**src/pkg/mailbox_pkg.sv**
```systemverilog
package mailbox_pkg;

    // ---------------------------------------------------------------
    // host port offsets from the peer's base
    // ---------------------------------------------------------------
    localparam logic [1:0] host_status_port = 2'h0;
    localparam logic [1:0] host_data_port = 2'h1;
    localparam logic [1:0] outbound_flag_ack_port = 2'h2;

    // ---------------------------------------------------------------
    // host status view bit positions (all flags except inbound read low true)
    // ---------------------------------------------------------------
    localparam int outbound_bit_pos = 0;
    localparam int inbound_bit_pos = 1;
    localparam int liveness_bit_pos = 2;
    localparam int stall_bit_pos = 3;
    localparam int reset_bit_pos = 4;
    localparam int direction_bit_pos = 5;
    localparam logic [1:0] status_unused_val = 2'h3;

    // ---------------------------------------------------------------
    // host control write bit positions
    // ---------------------------------------------------------------
    localparam int ctrl_inbound_pos = 1;
    localparam int ctrl_reset_pos = 4;

    // ---------------------------------------------------------------
    // peer port decode, upper address nibble
    // ---------------------------------------------------------------
    localparam logic [3:0] outbound_flag_set_port = 4'h2;
    localparam logic [3:0] inbound_flag_clr_port = 4'h3;
    localparam logic [3:0] peer_status_port = 4'h5;
    localparam logic [3:0] liveness_set_port = 4'h6;
    localparam logic [3:0] peer_data_port = 4'h7;

    // ---------------------------------------------------------------
    // reset values and sizes
    // ---------------------------------------------------------------
    localparam logic held_rst = 1'b1;
    localparam logic [7:0] byte_rst = 8'hFF;
    localparam int fifo_depth = 32;
    localparam int data_width = 8;

    // peer side access state
    typedef enum logic [1:0] {
        peer_idle,
        peer_hold_wr,
        peer_hold_rd
    } peer_state_t;

endpackage

```
**src/hdl/byte_fifo.sv**
```systemverilog
`timescale 1ns/100ps
module byte_fifo import mailbox_pkg::*; #(
    parameter int WIDTH = data_width,
    parameter int DEPTH = fifo_depth
) (
    // clock and reset
    input wire logic clk,
    input wire logic rst_b,
    input wire logic flush,
    // fill side
    input wire logic in_valid,
    output logic in_ready,
    input wire logic [WIDTH-1:0] in_data,
    // drain side
    output logic out_valid,
    input wire logic out_ready,
    output logic [WIDTH-1:0] out_data
);
    localparam int AW = $clog2(DEPTH);

    typedef struct packed {
        logic [AW-1:0] wr_ptr;
        logic [AW-1:0] rd_ptr;
        logic [AW:0] count;
        logic in_ready;
        logic out_valid;
    } fifo_state_t;

    fifo_state_t q, d;
    logic [WIDTH-1:0] mem [DEPTH];
    logic push, pop;

    assign push = in_valid & q.in_ready;
    assign pop = out_ready & q.out_valid;
    assign in_ready = q.in_ready;
    assign out_valid = q.out_valid;
    assign out_data = mem[q.rd_ptr];

    // pointer and flag update; flags are flops so both readies are honest
    always_comb begin
        d = q;
        if (push) d.wr_ptr = (q.wr_ptr == AW'(DEPTH - 1)) ? '0 : q.wr_ptr + AW'(1);
        if (pop) d.rd_ptr = (q.rd_ptr == AW'(DEPTH - 1)) ? '0 : q.rd_ptr + AW'(1);
        d.count = q.count + (AW+1)'(push) - (AW+1)'(pop);
        if (flush) begin
            d.wr_ptr = '0;
            d.rd_ptr = '0;
            d.count = '0;
        end
        d.in_ready = (d.count != (AW+1)'(DEPTH));
        d.out_valid = (d.count != '0);
    end

    always_ff @(posedge clk or negedge rst_b) begin
        if (!rst_b) begin
            q <= '{wr_ptr: '0, rd_ptr: '0, count: '0, in_ready: 1'b1, out_valid: 1'b0};
        end else begin
            q <= d;
        end
    end

    // storage has no reset; contents are only read once valid
    always_ff @(posedge clk) begin
        if (push && !flush) begin
            mem[q.wr_ptr] <= in_data;
        end
    end

endmodule // byte_fifo

```
**src/hdl/host_peer_byte_mailbox.sv**
```systemverilog
// Functional notes
// - status read returns ones in bits 7 and 6
// - liveness, stall, direction and reset bits read low when true
// - peer data port access stalls peer until host complements it
// - control write with bit 4 set holds peer in reset
// - control write with bit 1 set raises inbound flag unless bit 4 is also set
// - outbound flag visible in status and drives host request line
// - host data read delivers peer byte and releases peer
// - host checks read stall, its data write releases peer with byte
// - any write to acknowledge port clears outbound flag unless the peer sets it in the same cycle
// - outbound flag reads zero while a message is pending
// - direction bit zero while stalled writing, one while reading
// - inbound flag readable by host in status view
// - first byte of long messages should carry the length
// - host offsets: 0 status/control, 1 data, 2 liveness/flag clear
// - peer decode 2x outbound set, 3x inbound clear, 6x live, 7x data
// - peer held in reset after power-up until host clears bit 4
`timescale 1ns/100ps
module host_peer_byte_mailbox import mailbox_pkg::*; #(
    parameter int DEPTH = fifo_depth
) (
    // clock and reset
    input wire logic clk,
    input wire logic rst_b,
    // host i/o port, strobes one cycle wide
    input wire logic host_sel,
    input wire logic [1:0] host_addr,
    input wire logic host_rd,
    input wire logic host_wr,
    input wire logic [7:0] host_wdata,
    output logic [7:0] host_rdata,
    output logic host_wr_ready,
    output logic host_irq_n,
    // peer cpu local i/o port
    input wire logic [7:0] peer_addr,
    input wire logic peer_rd,
    input wire logic peer_wr,
    input wire logic [7:0] peer_wdata,
    output logic [7:0] peer_rdata,
    output logic peer_ack,
    output logic peer_wait,
    output logic peer_reset_n
);

    // ---------------------------------------------------------------
    // state and decode helpers
    // ---------------------------------------------------------------
    typedef struct packed {
        peer_state_t pst;
        logic stall;
        logic held;
        logic out_flag;
        logic in_flag;
        logic liveness_n;
        logic [7:0] p2h_byte;
        logic [7:0] host_rdata;
        logic [7:0] peer_rdata;
        logic peer_ack;
        logic irq_n;
    } state_t;

    state_t q, d;

    // status byte seen by host and by the peer's own status port
    function automatic logic [7:0] status_byte(input state_t s);
        logic [7:0] b;
        b = 8'h00;
        b[7:6] = status_unused_val;
        b[outbound_bit_pos] = ~s.out_flag;
        b[inbound_bit_pos] = s.in_flag;
        b[liveness_bit_pos] = ~s.liveness_n;
        b[stall_bit_pos] = ~s.stall;
        b[reset_bit_pos] = ~s.held;
        b[direction_bit_pos] = (s.pst != peer_hold_wr);
        return b;
    endfunction

    // peer port range from the upper address nibble
    function automatic logic peer_hit(input logic [7:0] a, input logic [3:0] port);
        return a[7:4] == port;
    endfunction

    // ---------------------------------------------------------------
    // host to peer buffer
    // ---------------------------------------------------------------
    logic h_rd, h_wr, h_data_push;
    logic fifo_in_ready, fifo_out_valid, fifo_out_ready;
    logic [7:0] fifo_out_data;

    assign h_rd = host_sel & host_rd;
    assign h_wr = host_sel & host_wr;
    // bytes are refused while the peer is held in reset
    assign h_data_push = h_wr & (host_addr == host_data_port) & ~q.held;
    assign fifo_out_ready = ~q.held & (q.pst == peer_hold_rd);

    byte_fifo #(
        .WIDTH(data_width),
        .DEPTH(DEPTH)
    ) u_h2p_fifo (
        .clk(clk),
        .rst_b(rst_b),
        .flush(q.held),
        .in_valid(h_data_push),
        .in_ready(fifo_in_ready),
        .in_data(host_wdata),
        .out_valid(fifo_out_valid),
        .out_ready(fifo_out_ready),
        .out_data(fifo_out_data)
    );

    // ---------------------------------------------------------------
    // next state
    // ---------------------------------------------------------------
    // clears are applied before sets so a same-cycle set wins, except that holding the peer clears all flags last
    always_comb begin
        d = q;
        d.peer_ack = 1'b0;
        if (h_rd) begin
            unique case (host_addr)
                host_status_port: begin
                    d.host_rdata = status_byte(q);
                end
                host_data_port: begin
                    d.host_rdata = q.p2h_byte;
                    if (q.pst == peer_hold_wr) begin
                        d.pst = peer_idle;
                        d.stall = 1'b0;
                        d.peer_ack = 1'b1;
                    end
                end
                outbound_flag_ack_port: begin
                    d.host_rdata = byte_rst;
                    d.liveness_n = 1'b0;
                end
                default: d.host_rdata = byte_rst;
            endcase
        end
        if (h_wr) begin
            if (host_addr == host_status_port) d.held = host_wdata[ctrl_reset_pos];
            if (host_addr == outbound_flag_ack_port) d.out_flag = 1'b0;
        end
        if (!q.held) begin
            if (q.pst == peer_hold_rd) begin
                if (fifo_out_valid) begin
                    d.peer_rdata = fifo_out_data;
                    d.pst = peer_idle;
                    d.stall = 1'b0;
                    d.peer_ack = 1'b1;
                end
            end else if (q.pst == peer_idle && (peer_rd || peer_wr)) begin
                d.peer_rdata = byte_rst;
                d.peer_ack = 1'b1;
                if (peer_hit(peer_addr, peer_data_port)) begin
                    d.peer_ack = 1'b0;
                    d.stall = 1'b1;
                    d.pst = peer_wr ? peer_hold_wr : peer_hold_rd;
                    if (peer_wr) d.p2h_byte = peer_wdata;
                end else if (peer_rd) begin
                    if (peer_hit(peer_addr, outbound_flag_set_port)) d.out_flag = 1'b1;
                    if (peer_hit(peer_addr, inbound_flag_clr_port)) d.in_flag = 1'b0;
                    if (peer_hit(peer_addr, liveness_set_port)) d.liveness_n = 1'b1;
                    if (peer_hit(peer_addr, peer_status_port)) d.peer_rdata = status_byte(q);
                end
            end
        end
        if (h_wr && host_addr == host_status_port && host_wdata[ctrl_inbound_pos]) begin
            d.in_flag = 1'b1;
        end
        if (d.held) begin
            d.pst = peer_idle;
            d.stall = 1'b0;
            d.out_flag = 1'b0;
            d.in_flag = 1'b0;
            d.liveness_n = 1'b0;
            d.peer_ack = 1'b0;
        end
        d.irq_n = ~d.out_flag;
    end

    // ---------------------------------------------------------------
    // registers
    // ---------------------------------------------------------------
    // peer held after power-up
    always_ff @(posedge clk or negedge rst_b) begin
        if (!rst_b) begin
            q <= '{pst: peer_idle, stall: 1'b0, held: held_rst, out_flag: 1'b0,
                   in_flag: 1'b0, liveness_n: 1'b0, p2h_byte: byte_rst, host_rdata: byte_rst,
                   peer_rdata: byte_rst, peer_ack: 1'b0, irq_n: 1'b1};
        end else begin
            q <= d;
        end
    end

    // outputs straight from flops; reset shown low true
    assign host_rdata = q.host_rdata;
    assign host_wr_ready = fifo_in_ready;
    assign host_irq_n = q.irq_n;
    assign peer_rdata = q.peer_rdata;
    assign peer_ack = q.peer_ack;
    assign peer_wait = q.stall;
    assign peer_reset_n = ~q.held;

    logic st_rd, data_rd, ctl_wr, peer_data_go;
    assign st_rd = h_rd && host_addr == host_status_port;
    assign data_rd = h_rd && host_addr == host_data_port;
    assign ctl_wr = h_wr && host_addr == host_status_port;
    assign peer_data_go = !q.held && q.pst == peer_idle && (peer_rd || peer_wr)
                          && peer_hit(peer_addr, peer_data_port);

    // ---------------------------------------------------------------
    // peer side decode checks
    // ---------------------------------------------------------------
    // a peer read of a flag port only counts when the peer is free to run
    logic peer_go, rst_wr, live_clr;
    assign peer_go = !q.held && q.pst == peer_idle && peer_rd && !peer_wr;
    assign rst_wr = ctl_wr && host_wdata[ctrl_reset_pos];
    assign live_clr = h_rd && host_addr == outbound_flag_ack_port;
endmodule // host_peer_byte_mailbox

```
**config.mk**
```make
export PLATFORM = sky130hd
export DESIGN_NAME = host_peer_byte_mailbox
export DESIGN_NICKNAME = d
export VERILOG_FILES = /design/src/pkg/mailbox_pkg.sv /design/src/hdl/byte_fifo.sv /design/src/hdl/host_peer_byte_mailbox.sv
export SDC_FILE = /design/constraint.sdc
export NUM_CORES = 1
export LEC_CHECK = 0
export BUFFER_PORTS_ARGS = -buffer_cell sky130_fd_sc_hd__buf_2
export CAP_MARGIN = 25
export CORE_ASPECT_RATIO = 0.5
export CORE_MARGIN = 4
export CORE_UTILIZATION = 23
export DETAILED_ROUTE_END_ITERATION = 12
export GPL_TIMING_DRIVEN = 0
export HOLD_SLACK_MARGIN = 0.12
export MAX_ROUTING_LAYER = met4
export PLACE_DENSITY = 0.39
export RECOVER_POWER = 25
export SLEW_MARGIN = 20
export SYNTH_ARGS = -nofsm -noshare
export SYNTH_HDL_FRONTEND = slang
export SYNTH_SLANG_ARGS = --single-unit
export TNS_END_PERCENT = 5
```
**constraint.sdc**
```tcl
create_clock -name clk -period 3.9 [get_ports clk]
set_input_delay 0.195 -clock clk [delete_from_list [all_inputs] [get_ports clk]]
set_output_delay 0.195 -clock clk [all_outputs]
set_load 0.05 [all_outputs]
```
---- After elaboration in Yosys (flattened, before gate mapping) ----
Memories as Yosys holds them, arrays and structs flattened.
Cells that the tools add are included.
word-level totals
  memories kept ........................... 1
  output and inout bits ................... 21
  bits in registers ....................... 51
  word-level logic and storage cells ...... 116
  bits in writable memories ............... 256
  input bits .............................. 33
operators by class
  add/subtract/negate cells ............... 4
  mux-type cells .......................... 47
  reductions and logical operators ........ 18
  equal/unequal tests ..................... 17
  bitwise logic cells ..................... 13
memories
  memory          words  bits a word  read ports  clocked after memory_dff  wr ports  RTL line         RTL
  u_h2p_fifo.mem  32     8            1           0                         1         byte_fifo.sv:30  logic [WIDTH-1:0] mem [DEPTH];
operators by type and width
  operator                                                                  count
  3-bit two-way mux                                                         12
  11-bit two-way mux                                                        3
  9-bit two-way mux                                                         3
  5-bit two-way mux                                                         4
  6-bit two-way mux                                                         3
  1-bit two-way mux                                                         16
  16-bit two-way mux                                                        1
  8-bit two-way mux                                                         2
  8-bit one-hot mux with 2 select lines                                     1
  4-bit by 3-bit equality test with 1-bit output (second input constant)    3
  5-bit by 1-bit adder with 5-bit output (second input constant)            2
  5-bit equality test (second input constant)                               2
  3-bit nonzero test                                                        3
  4-bit by 2-bit equality test with 1-bit output (second input constant)    2
  1-bit AND                                                                 7
  6-bit by 1-bit adder with 6-bit output                                    1
  3-bit by 2-bit inequality test with 1-bit output (second input constant)  2
  6-bit inequality test (second input constant)                             1
  1-bit NOT                                                                 6
  6-bit AND reduction                                                       1
  2-bit nonzero test                                                        3
  6-bit nonzero test                                                        1
  6-bit by 1-bit subtractor with 6-bit output                               1
  5-bit AND reduction                                                       1
  10 further kinds                                                          18

---- Logic depth before layout (Yosys ltp) ----
  depth in word-level cells ............... 12
  depth in mapped cells ................... 13

---- By module ----
From an unflattened synthesis, not the netlist that was laid out.
unflattened totals
  cell total of the unflattened synthesis .. 789
  area total of the unflattened synthesis .. 12877.4 µm²
by module, submodules not included
  module                  sequential area each (µm²)  cells an instance  times used  area each (µm²)
  byte_fifo               8139.1                      632                1           11138.2
  host_peer_byte_mailbox  858.3                       157                1           1739.2

---- Worst setup path after synthesis ----
OpenSTA, ideal clock, no wires.
  path kind ............................... reg-to-reg
  start ................................... register q[29] (netlist bit)
  end ..................................... register u_h2p_fifo.q, in the netlist u_h2p_fifo.out_valid
  buffers on the path ..................... 2
  setup time .............................. 121 ps
  stages on the path, launching flop included .. 13
  clock period less this slack ............ 2919 ps
  setup slack ............................. 981 ps
  arrival time ............................ 2797 ps
  cells stage by stage .................... dfstp_2 -> clkbuf_1 -> clkbuf_1 -> nor2_1 -> ha_1 -> inv_1 -> ha_1 -> fa_1 -> a21oi_1 -> o21ai_0 -> xnor2_1 -> a41o_1 -> nand2b_1
RTL lines
  item                      RTL line                       RTL
  start: declaration        host_peer_byte_mailbox.sv:62   state_t q, d;
  start signal: assignment  host_peer_byte_mailbox.sv:186  q <= '{pst: peer_idle, stall: 1'b0, held: held_rst, out_flag: 1'b0,
  end signal: assignment    byte_fifo.sv:56                q <= '{wr_ptr: '0, rd_ptr: '0, count: '0, in_ready: 1'b1, out_valid: 1'b0};
  end: declaration          byte_fifo.sv:29                fifo_state_t q, d;

==> metrics.md <==
| Metric | Value |
|---|---|
| First-pass GRT wire length | 52900 um |
| Post-DR vias/cell | between 4 and 5 |
| Dpl cell area | about 14000 um^2 |
| WL final | about 36000 um |
| Syn_nets | 832 |
| Storage cell area | between 8000 and 9000 um^2 |
| Most frequent cell after synthesis | edfxtp_1 |
| WS Path Type | flop to flop |
| CTS max path bufs | 3 |
| Max-slew violation count | ~170 |
| H-tree depth | 2 |
| RD Place Congestion | 0.773 |
| Hold crit path type | primary input to flop |
| Netlist cell types | 62 |
| DR pass1 iterations | 5 |
| Die height | 175 um |
| Crit share post-route | 0.900 |
| Initial antenna violation count | 2 |
| EDFF count, synth | about 260 |
| Post-Synthesis Cells | a little under 800 |
| Die ar. | between 50000 and 60000 um^2 |
| Vias post-DR | 7227 |
| R2R Path End | u_h2p_fifo.out_valid |
| Drt drc | 0 |
| Final hold slack | between 150 and 200 ps |
| Worst IR Drop VDD | 0.308 mV |
| N_diodes | 0 |
| HP Start | host_sel |
| Reg2Reg Depth | 13 |
| # rows | 60 |
| Vias in the first global route | 7558 |
| Reg2reg start | q[32] |
| Most used DFF post-synth | edfxtp_1 |
| Global routing's busiest layer | met2 |
| Synth area leader | edfxtp_1 |
| Worst-path clk slew | 60 ps |
| Sequential-to-total area share from yosys stat | 0.701 |
| Hold Path Sink | host_rdata[2] |
| Avg Cell Area, Syn | 16.4 um^2 |
| Grt ovf | 0 |
| Number of nets in the layout | approximately 940 |
| Drt wl/cell | around 22 um |
| Max-slew headroom | -0.166 |
| Worst EP arrival | 3910 ps |
| Setup violators final | 0 |
| Failing checks | capacitance limit, slew limit |
| DR iter-0 viols | between 500 and 600 |
| Total core area | around 55000 um^2 |
| Worst Setup Start Kind | flop |
| Biggest fanout along the worst timing path | 10 |
| TritonCTS Sinks | around 310 |
| Clock Latency Late Sink | 540 ps |
| Leakage power | 4.95 nW |
| Proportion of layout cells with a drive suffix above 1 | 0.228 |
| Critical Path RT | 4300 ps |
| CTS tree | built |
| Top post-synthesis cells by area | edfxtp_1 (60%), mux4_2 (6.7%), dfstp_2 (5.5%), dfrtp_1 (4.7%), mux2i_1 (3.8%) |
| Top cells by count, synth | edfxtp_1 (256), nor2_1 (63), mux2i_1 (49) |
| Slack of the worst reg-to-reg path | slightly below 400 ps |
| RSZ-0062 raised after global routing | no |
| M1 GR Usage | 0.176 |
| Synth async-reset ratio | 0.166 |
| MaxCap Viol Count | 5 |
| Ports | 54 |
| CTS buffer count | 34 |
| Hold Vio Cnt, Final | 0 |
| Tot GR Track Use | 0.125 |
| PD cells | around 600 nW/um^2 |
| Worst slew pin tran | ~1700 ps |
| Pin count of the biggest net entering global routing | 52 |
| Status | finished, violations left |
| Root Buffer | clkbuf_16 |
| Die W | between 300 and 400 um |
| Final Critical Period | approximately 3500 ps |
| Initial core utilization | 0.236 |
| Hpwl dp | ~24000 um |
| FILL cells | approximately 5500 |
| Clk_skew | around 34 ps |
| Mapped cell area | 12800 um^2 |
| Buffers on Ports | 48 |
| Final Cell Area | around 15000 um^2 |
| Synth top area share | 0.599 |
| Antenna Nets Post-Route | 0 |
| Fin cells | approximately 1700 |
| Setup TNS | 0 ps |
| Post-Place Cells | roughly 1600 |
| Met3 Use GR | 0.0166 |
| Setup crit end kind | flop |
| Area growth, synth to finish | 19.2% |
| Hold path cells | 4 |
| Fmax | approximately 0.28 GHz |
| Grt met2 use | 0.191 |
| Area used by multi-input combinational logic | ~3500 um^2 |
| Synth warn | 0 |
| Synth Register Bits | 307 |
==> metal layers <==
metal | share of wire | routed length (um)
met5 | 0 | 0
met4 | 0.021 | 776
met3 | 0.034 | 1250
met2 | 0.46 | 16600
met1 | 0.49 | 17700
==> worst max path at each step <==
stage	slack [ps]	cells after the start	endpoint	start
after CTS	120	13	u_h2p_fifo.out_valid	q[32]
after floorplan	980	12	u_h2p_fifo.out_valid	q[29]
final	390	13	u_h2p_fifo.out_valid	q[32]
after global routing	100	13	u_h2p_fifo.out_valid	q[32]
after global placement	30	12	u_h2p_fifo.out_valid	q[29]
after detailed placement	-9	12	u_h2p_fifo.out_valid	q[29]
==> area by class of cell <==
type | count | area share
flip-flops and latches | 307 | 0.588
inverters | 20 | 0.00491
repair buffers | 68 | 0.0285
multi-input cells | 406 | 0.226
plain buffers | 52 | 0.0209
well taps | 744 | 0.0608
clock buffers | 44 | 0.0587
clock inverters | 17 | 0.0121
==> power by group <==
part	switching (W)	internal [W]	leakage [nW]
logic	0.00130	0.000894	1.52
clock network	0.00131	0.00184	0.525
registers	0.0000779	0.00373	2.91
total	0.00268	0.00647	4.95
==> layout by cell type (no fill, tap or decap), types with 6 or more instances in the layout <==
cell type,n
edfxtp_1,256
nor2_1,62
mux2i_1,49
buf_2,44
mux4_2,38
nand2_1,34
clkbuf_16,34
clkbuf_1,30
dfstp_2,27
dfrtp_1,24
buf_4,23
inv_1,19
o21ai_0,19
dlygate4sd3_1,19
a21oi_1,17
mux2_2,15
mux2_1,14
o22ai_1,13
ha_1,13
a22oi_1,12
nor2b_1,10
o21ai_1,10
a22o_1,10
a21o_1,7
buf_1,6
nand3_1,6
nor3_1,6
o211ai_1,6
buf_6,6
clkinv_1,6
==> critical path: stages, from the launching register on <==
cell	delay (ps)
dfrtp_1	320
clkbuf_1	310
nand3b_1	300
buf_1	350
nor2_2	470
ha_1	190
inv_1	40
ha_1	200
fa_1	430
a21oi_1	150
o21ai_0	110
xnor2_1	220
a41o_1	220
nand2b_1	70
==> sequential cells by signal, summed over array words and instances, names as in the netlist <==
register and cells:
u_h2p_fifo.q 16, q 14, peer_wait 1, host_rdata 8, u_h2p_fifo.out_valid 1, u_h2p_fifo.mem 256, host_irq_n 1, peer_rdata 8
u_h2p_fifo.in_ready 1, peer_ack 1
==> logic make-up after synthesis <==
family                   Yosys count  synth area share
XOR/XNOR                           4           0.00273
AND/OR/NAND/NOR                  154            0.0587
flip-flops                       307             0.701
AO/OA/AOI/OAI                    117            0.0617
multiplexers                     117             0.131
adder cells (fa/ha/maj)           14            0.0142
buffers and inverters             72            0.0306
==> stage by stage <==
step | utilization | power [W] | worst slack, ps
after floorplan | - | 0.00540 | 981
after global placement | 0.257 | 0.00609 | 31.7
after detailed placement | 0.257 | 0.00610 | -8.72
after CTS | 0.281 | 0.00931 | 118
after global routing | 0.281 | 0.00960 | 95.9
final | 0.281 | 0.00915 | 390
==> repair_timing <==
action                                  4_1_cts  5_1_grt
pin swaps                                     0        0
hold buffers                                 19        0
gates resized for setup                       1        1
endpoints found under the hold margin        41        0
buffers inserted                              0        0
endpoints found under the setup margin        2        2
Power figures use the tool's default switching activity.
